## src/pkg/sfcr_cfg.svh

```systemverilog
// Constants of the sensor front end register bank
`ifndef SFCR_CFG_SVH
`define SFCR_CFG_SVH
`define SFCR_ID_VALUE 16'h5a5a
`define SFCR_CMD_ID 8'h01
`define SFCR_CMD_STAT 8'h02
`define SFCR_CMD_I 8'h03
`define SFCR_CMD_Q 8'h04
`define SFCR_CMD_DONE 8'h05
`define SFCR_CMD_DIV 8'h20
`define SFCR_CMD_FREQ 8'h21
`define SFCR_CMD_AMP 8'h22
`define SFCR_CMD_MUX 8'h23
`define SFCR_CMD_ATT 8'h24
`define SFCR_CMD_TIA 8'h25
`define SFCR_CMD_DEMOD_CLOCK_ROUTING 8'h26
`define SFCR_CMD_CTL 8'h2a
`define SFCR_CMD_PAIR 8'h90
`define SFCR_WR_NIB 4'h3
`define SFCR_RD_NIB 4'h2
`define SFCR_BITS_CMD 6'h08
`define SFCR_BITS_WORD 6'h18
`define SFCR_BITS_MAX 6'h28
`define SFCR_DIV_BASE 4'hc
`define SFCR_DIV_LAST 4'hb
`define SFCR_OTP_CYCLES 8190
`define SFCR_AMP_OFF_LO 2'h0
`define SFCR_AMP_OFF_HI 2'h3
`define SFCR_SEN_LAST 4'h9
`define SFCR_SEN_COMP 4'hb
`define SFCR_MODE_DRIVE 2'h1
`define SFCR_ST_START1 2'h1
`define SFCR_ST_CONT 2'h2
`define SFCR_ST_RESET 2'h0
`define SFCR_ACC_8 2'h1
`define SFCR_ACC_16 2'h2
`define SFCR_N4 5'h04
`define SFCR_N8 5'h08
`define SFCR_N16 5'h10
`define SFCR_SAMPLE_W 10
`define SFCR_ACC_W 14
`endif

```

## src/pkg/sfcr_pkg.sv

```systemverilog
// Types of the sensor front end register bank
package sfcr_pkg;
	typedef enum logic [1:0] {
		SFCR_IDLE = 2'b01,
		SFCR_RUN = 2'b10
	} sfcr_conv_t;
endpackage

```

## src/verilog/sfcr_regs.sv

```systemverilog
// SPI register bank of the capacitive sensing front end
//
// Contract
// - Results carry 12 to 14 bits by accumulation
// - Command 0x90 returns both results together
// - Done bit 0 of 0x05 sets after load
// - Done clears on 0x90 or new conversion
// - Divider written 0x30, read 0x20, applied
// - Code 0 is /12, down to /1
// - Divider resets to code zero, /12
// - Divided enable drives all but SPI; the decoded analog controls update on every system clock
// - Divider change triggers memory reload
// - Reload under 8190 cycles, blocks sensing; only a start waits, a conversion already running goes on
// - Frequency field 0x31/0x21, resets zero
// - Amplitude field 0x32/0x22, 00/11 disable
// - Overvoltage flags invalid for amplitude 00/11
// - Mux register: mode, channel, zero top
// - Channel codes pick pins, compensation, none
// - Mode: open, driver, common, no-op
// - Attenuation field 0x34/0x24
// - Transimpedance gain field 0x35/0x25
// - Demod routing: swap and invert bits
// - Status bits 15:13 mirror divider bits 2:0
// - 4/8/16 samples give 12/13/14 bits
`timescale 1ns/1ps
`default_nettype none
`include "sfcr_cfg.svh"
module sfcr_regs
	import sfcr_pkg::*;
#(
	parameter int OTP_RELOAD_CYCLES = `SFCR_OTP_CYCLES - 1
) (
	input wire logic clk_sys_in,
	input wire logic reset_in,
	input wire logic spi_sclk_in,
	input wire logic spi_cs_n_in,
	input wire logic spi_mosi_in,
	output logic spi_miso_out,
	input wire logic adc_valid_in,
	input wire logic [`SFCR_SAMPLE_W-1:0] adc_i_in,
	input wire logic [`SFCR_SAMPLE_W-1:0] adc_q_in,
	input wire logic driver_overvoltage_flag_in,
	input wire logic compensation_overvoltage_flag_in,
	output logic mclk_en_out,
	output logic otp_reload_out,
	output logic otp_busy_out,
	output logic conv_done_out,
	output logic [3:0] ext_clock_divider_out,
	output logic [1:0] excitation_frequency_out,
	output logic [1:0] driver_amplitude_out,
	output logic driver_enable_out,
	output logic [1:0] connection_mode_out,
	output logic [3:0] channel_select_out,
	output logic [9:0] sensor_pin_enable_out,
	output logic compensation_pin_enable_out,
	output logic [1:0] compensation_attenuation_out,
	output logic [1:0] transimpedance_gain_out,
	output logic demod_swap_out,
	output logic demod_invert_out
);
	logic sclk_q;
	logic [5:0] bit_cnt;
	logic [7:0] cmd;
	logic [15:0] rx;
	logic [31:0] tx;
	logic [7:0] conversion_control;
	logic [15:0] in_phase_result;
	logic [15:0] quadrature_result;
	logic [3:0] div_cnt;
	logic [13:0] otp_cnt;
	logic conv_pending;
	sfcr_conv_t conv_state;
	logic [4:0] smp_cnt;
	logic [`SFCR_ACC_W-1:0] acc_i;
	logic [`SFCR_ACC_W-1:0] acc_q;
	logic sclk_rise;
	logic sclk_fall;
	logic [7:0] next_cmd;
	logic cmd_done;
	logic word_done;
	logic wr_hit;
	logic [7:0] wr_addr;
	logic [15:0] wr_data;
	logic [15:0] status_word;
	logic [31:0] rd_data;
	logic [3:0] div_ratio;
	logic div_change;
	logic start_wr;
	logic stop_wr;
	logic conv_begin;
	logic conv_finish;
	logic [4:0] smp_target;

	// SCLK is sampled as a plain input, so it must be slow against clk
	assign sclk_rise = spi_sclk_in && !sclk_q;
	assign sclk_fall = !spi_sclk_in && sclk_q;
	assign next_cmd = {cmd[6:0], spi_mosi_in};
	assign cmd_done = sclk_rise && (bit_cnt == `SFCR_BITS_CMD - 6'h01);
	assign word_done = sclk_rise && (bit_cnt == `SFCR_BITS_WORD - 6'h01);
	assign wr_hit = word_done && (cmd[7:4] == `SFCR_WR_NIB);
	assign wr_addr = {`SFCR_RD_NIB, cmd[3:0]};
	// The last data bit is still on MOSI at the write edge, rx is one short
	assign wr_data = {rx[14:0], spi_mosi_in};

	// SPI edge tracking and bit counting
	always_ff @(posedge clk_sys_in or posedge reset_in) begin
		if (reset_in) begin
			sclk_q <= 1'b0;
			bit_cnt <= 6'h00;
			cmd <= 8'h00;
			rx <= 16'h0000;
		end else begin
			sclk_q <= spi_sclk_in;
			if (spi_cs_n_in) begin
				bit_cnt <= 6'h00;
			end else if (sclk_rise) begin
				if (bit_cnt != `SFCR_BITS_MAX)
					bit_cnt <= bit_cnt + 6'h01;
				if (bit_cnt < `SFCR_BITS_CMD)
					cmd <= next_cmd;
				else
					rx <= {rx[14:0], spi_mosi_in};
			end
		end
	end

	// Status word: flags are masked while the driver is off
	always_comb begin
		status_word = 16'h0000;
		status_word[15:13] = ext_clock_divider_out[2:0];
		if (driver_amplitude_out != `SFCR_AMP_OFF_LO &&
			driver_amplitude_out != `SFCR_AMP_OFF_HI) begin
			status_word[5] = driver_overvoltage_flag_in;
			status_word[4] = compensation_overvoltage_flag_in;
		end
	end

	// Read mux; unmapped commands shift out zeros
	always_comb begin
		rd_data = 32'h00000000;
		unique case (next_cmd)
			`SFCR_CMD_ID: rd_data[31:16] = `SFCR_ID_VALUE;
			`SFCR_CMD_STAT: rd_data[31:16] = status_word;
			`SFCR_CMD_I: rd_data[31:16] = in_phase_result;
			`SFCR_CMD_Q: rd_data[31:16] = quadrature_result;
			`SFCR_CMD_DONE: rd_data[16] = conv_done_out;
			`SFCR_CMD_DIV: rd_data[19:16] = ext_clock_divider_out;
			`SFCR_CMD_FREQ: rd_data[17:16] = excitation_frequency_out;
			`SFCR_CMD_AMP: rd_data[17:16] = driver_amplitude_out;
			`SFCR_CMD_MUX: rd_data[21:16] =
				{channel_select_out, connection_mode_out};
			`SFCR_CMD_ATT: rd_data[17:16] = compensation_attenuation_out;
			`SFCR_CMD_TIA: rd_data[17:16] = transimpedance_gain_out;
			`SFCR_CMD_DEMOD_CLOCK_ROUTING: rd_data[17:16] =
				{demod_invert_out, demod_swap_out};
			`SFCR_CMD_CTL: rd_data[23:16] = conversion_control;
			`SFCR_CMD_PAIR: rd_data = {in_phase_result,
				quadrature_result};
			default: rd_data = 32'h00000000;
		endcase
	end

	// Shift out MSB first, changing on the falling SCLK edge
	always_ff @(posedge clk_sys_in or posedge reset_in) begin
		if (reset_in) begin
			tx <= 32'h00000000;
			spi_miso_out <= 1'b0;
		end else if (cmd_done) begin
			tx <= rd_data;
		end else if (sclk_fall && !spi_cs_n_in) begin
			spi_miso_out <= tx[31];
			tx <= {tx[30:0], 1'b0};
		end
	end

	// Configuration registers written by 0x3n commands
	always_ff @(posedge clk_sys_in or posedge reset_in) begin
		if (reset_in) begin
			ext_clock_divider_out <= 4'h0;
			excitation_frequency_out <= 2'h0;
			driver_amplitude_out <= 2'h0;
			connection_mode_out <= 2'h0;
			channel_select_out <= 4'h0;
			compensation_attenuation_out <= 2'h0;
			transimpedance_gain_out <= 2'h0;
			demod_swap_out <= 1'b0;
			demod_invert_out <= 1'b0;
			conversion_control <= 8'h00;
		end else if (wr_hit) begin
			unique case (wr_addr)
				`SFCR_CMD_DIV: ext_clock_divider_out <= wr_data[3:0];
				`SFCR_CMD_FREQ: excitation_frequency_out <= wr_data[1:0];
				`SFCR_CMD_AMP: driver_amplitude_out <= wr_data[1:0];
				`SFCR_CMD_MUX: begin
					connection_mode_out <= wr_data[1:0];
					channel_select_out <= wr_data[5:2];
				end
				`SFCR_CMD_ATT: compensation_attenuation_out <= wr_data[1:0];
				`SFCR_CMD_TIA: transimpedance_gain_out <= wr_data[1:0];
				`SFCR_CMD_DEMOD_CLOCK_ROUTING: begin
					demod_swap_out <= wr_data[0];
					demod_invert_out <= wr_data[1];
				end
				`SFCR_CMD_CTL: conversion_control <= wr_data[7:0];
				default: ;
			endcase
		end
	end

	// Decoded analog controls, one cycle behind the fields
	always_ff @(posedge clk_sys_in or posedge reset_in) begin
		if (reset_in) begin
			sensor_pin_enable_out <= 10'h000;
			compensation_pin_enable_out <= 1'b0;
			driver_enable_out <= 1'b0;
		end else begin
			sensor_pin_enable_out <= 10'h000;
			if (channel_select_out <= `SFCR_SEN_LAST)
				sensor_pin_enable_out[channel_select_out] <= 1'b1;
			compensation_pin_enable_out <=
				(channel_select_out == `SFCR_SEN_COMP);
			driver_enable_out <= driver_amplitude_out != `SFCR_AMP_OFF_LO &&
				driver_amplitude_out != `SFCR_AMP_OFF_HI;
		end
	end

	// Ratio from code: 0 gives 12, each step one less, floor of 1
	assign div_ratio = (ext_clock_divider_out > `SFCR_DIV_LAST) ? 4'h1 :
		`SFCR_DIV_BASE - ext_clock_divider_out;

	// Internal clock as an enable pulse; SPI above ignores it
	always_ff @(posedge clk_sys_in or posedge reset_in) begin
		if (reset_in) begin
			div_cnt <= 4'h0;
			mclk_en_out <= 1'b0;
		end else if (div_cnt >= div_ratio - 4'h1) begin
			div_cnt <= 4'h0;
			mclk_en_out <= 1'b1;
		end else begin
			div_cnt <= div_cnt + 4'h1;
			mclk_en_out <= 1'b0;
		end
	end

	// Only a write that really changes the divider code restarts the reload
	assign div_change = wr_hit && wr_addr == `SFCR_CMD_DIV &&
		wr_data[3:0] != ext_clock_divider_out;

	// Memory reload sequencer, counted in internal clock enables
	always_ff @(posedge clk_sys_in or posedge reset_in) begin
		if (reset_in) begin
			otp_busy_out <= 1'b0;
			otp_reload_out <= 1'b0;
			otp_cnt <= 14'h0000;
		end else begin
			otp_reload_out <= div_change;
			if (div_change) begin
				otp_busy_out <= 1'b1;
				otp_cnt <= 14'h0000;
			end else if (otp_busy_out && mclk_en_out) begin
				if (otp_cnt == 14'(OTP_RELOAD_CYCLES - 1))
					otp_busy_out <= 1'b0;
				otp_cnt <= otp_cnt + 14'h0001;
			end
		end
	end

	// Start and stop requests from the conversion control write
	assign start_wr = wr_hit && wr_addr == `SFCR_CMD_CTL &&
		(wr_data[1:0] == `SFCR_ST_START1 || wr_data[1:0] == `SFCR_ST_CONT);
	assign stop_wr = wr_hit && wr_addr == `SFCR_CMD_CTL && !start_wr;
	// A start waits here while the reload runs
	assign conv_begin = conv_pending && !otp_busy_out && mclk_en_out &&
		conv_state == SFCR_IDLE;

	// Sample count per accumulation setting
	always_comb begin
		unique case (conversion_control[5:4])
			`SFCR_ACC_8: smp_target = `SFCR_N8;
			`SFCR_ACC_16: smp_target = `SFCR_N16;
			default: smp_target = `SFCR_N4;
		endcase
	end
	assign conv_finish = conv_state == SFCR_RUN && mclk_en_out &&
		adc_valid_in && smp_cnt == smp_target - 5'h01;

	// Conversion sequencer and accumulators on the internal clock
	always_ff @(posedge clk_sys_in or posedge reset_in) begin
		if (reset_in) begin
			conv_pending <= 1'b0;
			conv_state <= SFCR_IDLE;
			smp_cnt <= 5'h00;
			acc_i <= '0;
			acc_q <= '0;
		end else if (stop_wr) begin
			conv_pending <= 1'b0;
			conv_state <= SFCR_IDLE;
			smp_cnt <= 5'h00;
		end else begin
			if (start_wr)
				conv_pending <= 1'b1;
			unique case (conv_state)
				SFCR_IDLE: if (conv_begin) begin
					conv_pending <= start_wr;
					conv_state <= SFCR_RUN;
					smp_cnt <= 5'h00;
					acc_i <= '0;
					acc_q <= '0;
				end
				SFCR_RUN: if (mclk_en_out && adc_valid_in) begin
					acc_i <= acc_i + `SFCR_ACC_W'(adc_i_in);
					acc_q <= acc_q + `SFCR_ACC_W'(adc_q_in);
					smp_cnt <= smp_cnt + 5'h01;
					if (conv_finish) begin
						smp_cnt <= 5'h00;
						acc_i <= '0;
						acc_q <= '0;
						if (conversion_control[1:0] != `SFCR_ST_CONT)
							conv_state <= SFCR_IDLE;
					end
				end
			endcase
		end
	end

	// Results load zero extended, so short results sit right aligned
	always_ff @(posedge clk_sys_in or posedge reset_in) begin
		if (reset_in) begin
			in_phase_result <= 16'h0000;
			quadrature_result <= 16'h0000;
		end else if (conv_finish) begin
			in_phase_result <= 16'(acc_i + `SFCR_ACC_W'(adc_i_in));
			quadrature_result <= 16'(acc_q + `SFCR_ACC_W'(adc_q_in));
		end
	end

	// Done flag: a finish in the same cycle as a clear still sets it
	always_ff @(posedge clk_sys_in or posedge reset_in) begin
		if (reset_in)
			conv_done_out <= 1'b0;
		else if (conv_finish)
			conv_done_out <= 1'b1;
		else if ((cmd_done && next_cmd == `SFCR_CMD_PAIR) || conv_begin)
			conv_done_out <= 1'b0;
	end
endmodule
`default_nettype wire

```

## config.mk

```make
export PLATFORM = sky130hd
export DESIGN_NAME = sfcr_regs
export DESIGN_NICKNAME = d
export VERILOG_FILES = /design/src/pkg/sfcr_pkg.sv /design/src/verilog/sfcr_regs.sv
export VERILOG_INCLUDE_DIRS = /design/src /design/src/pkg
export SDC_FILE = /design/constraint.sdc
export NUM_CORES = 1
export LEC_CHECK = 0
export BUFFER_PORTS_ARGS = -buffer_cell sky130_fd_sc_hd__buf_4
export CAP_MARGIN = 20
export CORE_MARGIN = 8
export CORE_UTILIZATION = 50
export CTS_CLUSTER_DIAMETER = 50
export CTS_CLUSTER_SIZE = 16
export DETAILED_ROUTE_END_ITERATION = 10
export PLACE_DENSITY_LB_ADDON = 0.2
export REMOVE_ABC_BUFFERS = 1
export SYNTH_ARGS = -nofsm -noshare
export SYNTH_HDL_FRONTEND = slang
export SYNTH_SLANG_ARGS = --single-unit
```

## constraint.sdc

```tcl
create_clock -name clk_sys_in -period 5.9 [get_ports clk_sys_in]
set_input_delay 0.295 -clock clk_sys_in [delete_from_list [all_inputs] [get_ports clk_sys_in]]
set_output_delay 0.295 -clock clk_sys_in [all_outputs]
set_load 0.005 [all_outputs]
```

======== Yosys cells after proc, flatten, opt, wreduce, memory -nomap -nowiden ========
Index checks and enable logic that the tools add are counted.
storage, ports and cells
  flip-flop bits (word level) ............. 185
  word-level logic and storage cells ...... 199
cells by class
  add/sub/neg operators ................... 11
  magnitude comparators ................... 6
  eq/ne operators ......................... 43
  multiplexer cells ....................... 49
  bitwise operators ....................... 4
  reductions and logical operators ........ 54
operators with widths
  operator                                                                  count
  14-bit 2-to-1 mux                                                         7
  8-bit by 6-bit equality test with 1-bit output (second input constant)    8
  32-bit 2-to-1 mux                                                         2
  14-bit case mux with 2 select lines                                       2
  8-bit case mux with 4 select lines                                        1
  14-bit by 10-bit adder with 15-bit output                                 2
  14-bit by 10-bit adder with 14-bit output                                 2
  2-bit case mux with 6 select lines                                        2
  2-bit AND reduction                                                       12
  1-bit logical AND                                                         22
  1-bit case mux with 11 select lines                                       2
  5-bit 2-to-1 mux                                                          4
  5-bit case mux with 2 select lines                                        2
  6-bit 2-to-1 mux                                                          3
  8-bit by 2-bit equality test with 1-bit output (second input constant)    2
  8-bit by 3-bit equality test with 1-bit output (second input constant)    2
  16-bit 2-to-1 mux                                                         1
  14-bit by 1-bit adder with 14-bit output (second input constant)          1
  14-bit by 13-bit equality test with 1-bit output (second input constant)  1
  2-bit nonzero test                                                        7
  4-bit by 2-bit equality test with 1-bit output (second input constant)    3
  4-bit by 3-bit equality test with 1-bit output (second input constant)    3
  2-bit 2-to-1 mux                                                          6
  1-bit 2-to-1 mux                                                          11
  other kinds (39)                                                          59

======== Depth between registers and ports, before layout ========
  word-level depth ........................ 10
  mapped depth ............................ 10
  gate-level depth less buffers ........... 9

======== Worst setup path after synthesis ========
No wires, ideal clock.
  path type ............................... register to register
  start ................................... reg acc_i[0]
  end ..................................... reg acc_i[12]
  data arrival time ....................... 2,254 ps
  required time ........................... 5,831 ps
  slack ................................... 3,576 ps
  stages on the path, launching flop included .. 10
  cells stage by stage .................... dfrtp_1 ha_1 inv_1 fa_1 nand2b_1 a21oi_1 a21oi_1 o21a_1 or4_1 nand3_1
between the ends
  longest elaborated chain between the ends .. 4
RTL lines
  element                                    RTL line          source
  start: declaration                         sfcr_regs.sv:74   logic [`SFCR_ACC_W-1:0] acc_i;
  start signal: assignment                   sfcr_regs.sv:311  acc_i <= acc_i + `SFCR_ACC_W'(adc_i_in);
  14-bit by 10-bit adder with 14-bit output  sfcr_regs.sv:311
  14-bit 2-to-1 mux                          sfcr_regs.sv:314  if (conv_finish) begin
  14-bit 2-to-1 mux                          sfcr_regs.sv:310  SFCR_RUN: if (mclk_en_out && adc_valid_in) begin
  14-bit case mux with 2 select lines        sfcr_regs.sv:302  unique case (conv_state)
No other way between the ends. The select of a mux whose other input is x is not followed.
A chain may end at the register's enable or synchronous reset.

======== Worst setup path after layout ========
  start ................................... reg cmd[1]
  end ..................................... reg acc_q[12]
between the ends
  longest elaborated chain between the ends .. 7
RTL lines
  element                                 RTL line          source
  start: declaration                      sfcr_regs.sv:63   logic [7:0] cmd;
  start signal: assignment                sfcr_regs.sv:120  cmd <= next_cmd;
  4-bit equality test *                   n/a
  1-bit logical AND (no source line) *    n/a
  1-bit logical AND                       sfcr_regs.sv:269  assign start_wr = wr_hit && wr_addr == `SFCR_CMD_CTL &&
  1-bit logical NOT                       sfcr_regs.sv:271  assign stop_wr = wr_hit && wr_addr == `SFCR_CMD_CTL && !start_wr;
  1-bit logical AND *                     sfcr_regs.sv:271
  1-bit NOT (no source line) *            n/a
  3-bit AND reduction (no source line) *  n/a
  end signal: assignment                  sfcr_regs.sv:312  acc_q <= acc_q + `SFCR_ACC_W'(adc_q_in);
  end: declaration                        sfcr_regs.sv:75   logic [`SFCR_ACC_W-1:0] acc_q;
Mark *: on every way between the ends. The rest lies on a longest branch, timed or not.

==> metrics.log <==
INFO  metric max_freq = 0.284 GHz
INFO  metric routed.top_layer = met4
INFO  metric critPathMaxFanout = 26
INFO  metric floorplan.die.height = 154 um
INFO  metric gr-total-overflow = 0
INFO  metric grt_antenna_before_repair = 0
INFO  metric grt_pass1_wl = 36.8 mm
INFO  metric grt_setup_unrepaired = no
INFO  metric ys.warnings.count = 0
INFO  metric dieArea = 23,700 um^2
INFO  metric dr_total_vias = 7,248
INFO  metric core_area = 18,700 um^2
INFO  metric start_kind = register
INFO  metric setup-tns-final = 0 ns
INFO  metric met1_length = 11.0 mm
INFO  metric layout_min_cycle_time = 3.52 ns
INFO  metric final_hold_viol_count = 0
INFO  metric cap_viol_max_count = 0
INFO  metric clockBufferDepth = 2
INFO  metric crit_required = 6.19 ns
INFO  metric drt_first_pass_iters = 5
INFO  metric leakagePower = 5.01 nW
INFO  metric share_of_the_synthesized_area_in_the_top_cell_type = 47.9%
INFO  metric grt_usage = 19.0%
INFO  metric most_frequent_cell_after_synthesis = dfrtp_1
INFO  metric worstHoldPathType = primary input to register
INFO  metric chipWidth = 154 um
INFO  metric number_of_flops_mapped_to_enable_cells_by_yosys = 0
INFO  metric avgRoutedWirePerCell = 17.6 um
INFO  metric detailroute.wirelength.met3 = 841 um
INFO  metric dp_hpwl = 15.4 mm
INFO  metric met2_wirelength = 9.74 mm
INFO  metric drc = 0
INFO  metric maxSlewViolCount = 0
INFO  metric floorplan.initialDensity = 50.8%
INFO  metric dpl_worst_slack = 2.46 ns
INFO  metric arrival = 3.81 ns
INFO  metric clock_sinks = 183
INFO  metric avgSynthCellArea = 9.92 um^2
INFO  metric finalWirelength = 22.0 mm
INFO  metric period_share = 59.7%
INFO  metric run_status = finished, final reports clean
INFO  metric final_critical_path_setup_slack = 2.38 ns
INFO  metric design.final.nets = 1,068
INFO  metric cts_buffers = 17
INFO  metric fin_cells = 1,252
INFO  metric via_count_of_the_first_global_routing_pass = 6,997
INFO  metric worst_clock_skew = 0.00844 ns
INFO  metric avgViaCountPerCell = 5.79
INFO  metric postRouteAntennaNets = 0
INFO  metric inst_count_dp = 1,218
INFO  metric floorplan.io_pins = 65
INFO  metric power-per-cell-area = 329 nW/um^2
INFO  metric regArea = 4580 um^2
INFO  metric post_cts_setup_repair_bufs = 0
INFO  metric yosysUniqueCellTypes = 65
INFO  metric timing.critical_path.to_type = register
INFO  metric detail_route.iter0.violations = 575
INFO  metric tightestPinTransition = 0.980 ns
INFO  metric antenna_cells = 0
INFO  metric syn2layout_area_growth = 13.4%
INFO  metric tritoncts = built
INFO  metric core.rowCount = 50
INFO  metric yosys-top-cells-count = dfrtp_1, nand2_1, nor2_1
INFO  metric multiInputGateArea = 4630 um^2
INFO  metric nFillCells = 1,609
INFO  metric clk-insertion-delay-late = 0.43 ns
INFO  metric grt_max_degree = 119
INFO  metric cts_htree_levels = 4
INFO  metric synth_ff_type = dfrtp_1
INFO  metric portBuffers = 64
INFO  metric cts.root.buffer_cell = clkbuf_16
INFO  metric layout-drive-gt1-share = 16.9%
INFO  metric netlist_instances = 959
INFO  metric relSlewSlack = 34.4%
INFO  metric setup_viol_count_final = 0
INFO  metric critical_path_class = register to register
INFO  metric gp_congestion = 0.828
INFO  metric ys_seq_area_share = 48.2%
INFO  metric ys_async_sr_fraction = 100%
INFO  metric synthesized_flop_and_latch_total = 183
INFO  metric synthTopCellsByArea = dfrtp_1, mux2_2, nand2_1, ha_1, nor2_1
INFO  metric yosys.area.top_type = dfrtp_1
INFO  metric worst_ir_drop_vdd = 0.199 mV
INFO  metric netlist_area = 9510 um^2
INFO  metric path_clk_slew = 0.07 ns
==> sequential cells by signal (all words and copies together), names as in the netlist, 8 cells and up <==
signal,cells
cmd,8
conversion_control,8
in_phase_result,15
acc_i,14
tx,32
otp_cnt,14
quadrature_result,15
sensor_pin_enable_out,10
acc_q,14
==> cell type report <==
class | count | area share, %
tap | 234 | 2.71
multi-input combinational | 704 | 42.9
timing repair buffer | 74 | 5.38
sequential | 183 | 42.5
clock inverter | 10 | 1.11
clock buffer | 21 | 4.45
inverter | 26 | 0.951
==> worst max-delay path: stages, from the launching register on <==
cell and delay (ns):
dfrtp_1 0.83, nor4bb_1 0.36, nand4b_1 0.61, o21bai_2 0.90, nor2_1 0.36, nand3_1 0.18
o311ai_0 0.13
==> metrics by stage <==
step	hold slack (ns)	total power (W)	instance area (um^2)	utilization, %
2_1_floorplan	0.326	0.00216	9310	-
3_3_place_gp	0.451	0.00239	10100	54.2
3_5_place_dp	0.453	0.00241	10100	54.2
4_1_cts	0.0942	0.00357	10800	57.5
5_1_grt	0.113	0.00375	10800	57.7
6_report	0.0968	0.00355	10800	57.7
==> path summary, 6_finish.rpt <==
kind	start	to	slack, ns	cells after the start
worst max-delay path	cmd[1]$_DFFE_PP0P_	acc_q[12]$_DFFE_PP0P_	2.38	6
worst min-delay path	spi_cs_n_in	bit_cnt[4]$_DFFE_PP0P_	0.1	2
worst max register to register	cmd[1]$_DFFE_PP0P_	acc_q[12]$_DFFE_PP0P_	2.38	6
worst min register to register	div_cnt[0]$_DFF_PP0_	div_cnt[0]$_DFF_PP0_	0.48	1
max in group asynchronous	reset_in	tx[25]$_DFFE_PP0P_	4.34	4
min in group asynchronous	reset_in	sclk_q$_DFF_PP0_	0.40	3
==> power breakdown <==
part,leakage (nW),switching [W],internal (W)
sequential,2.37,0.000177,0.00140
clock,0.280,0.000481,0.000668
combinational,2.36,0.000482,0.000349
==> cells by family after synthesis <==
logic type,Yosys count,synth area share (%)
xor+xnor,48,4.42
buf+inv,72,3.18
flops,183,48.2
compound gates,215,14.4
mux,66,7.67
simple gates,341,17.6
fa+ha+maj,34,4.63
==> repair_timing <==
| item | 4_1_cts | 5_1_grt |
|---|---|---|
| hold endpoints to repair | 1 | 33 |
| gates resized for setup | 0 | 0 |
| hold buffers | 1 | 1 |
==> cell usage in the layout, fill, tap and decap left out, types with 9 or more instances in the layout <==
cell type and n:
a211oi_1 9, a21o_1 11, a21oi_1 48, a22o_1 10, a22oi_1 10, a31oi_1 10
buf_4 71, clkbuf_16 17, dfrtp_1 182, ha_1 32, inv_1 25, mux2_2 55
mux2i_1 11, nand2_1 113, nand2b_1 17, nand3_1 27, nand4_1 11, nor2_1 84
nor2b_1 14, nor3_1 20, o21ai_0 60, o31ai_1 12, xnor2_1 20, xor2_1 28
==> layer usage <==
metal	vias up	GRT usage (%)
met5	-	0
met4	0	6.25
met3	30	3.36
met2	166	28.7
met1	3534	27.2
li1	3518	-
Power figures use the tool's default switching activity.
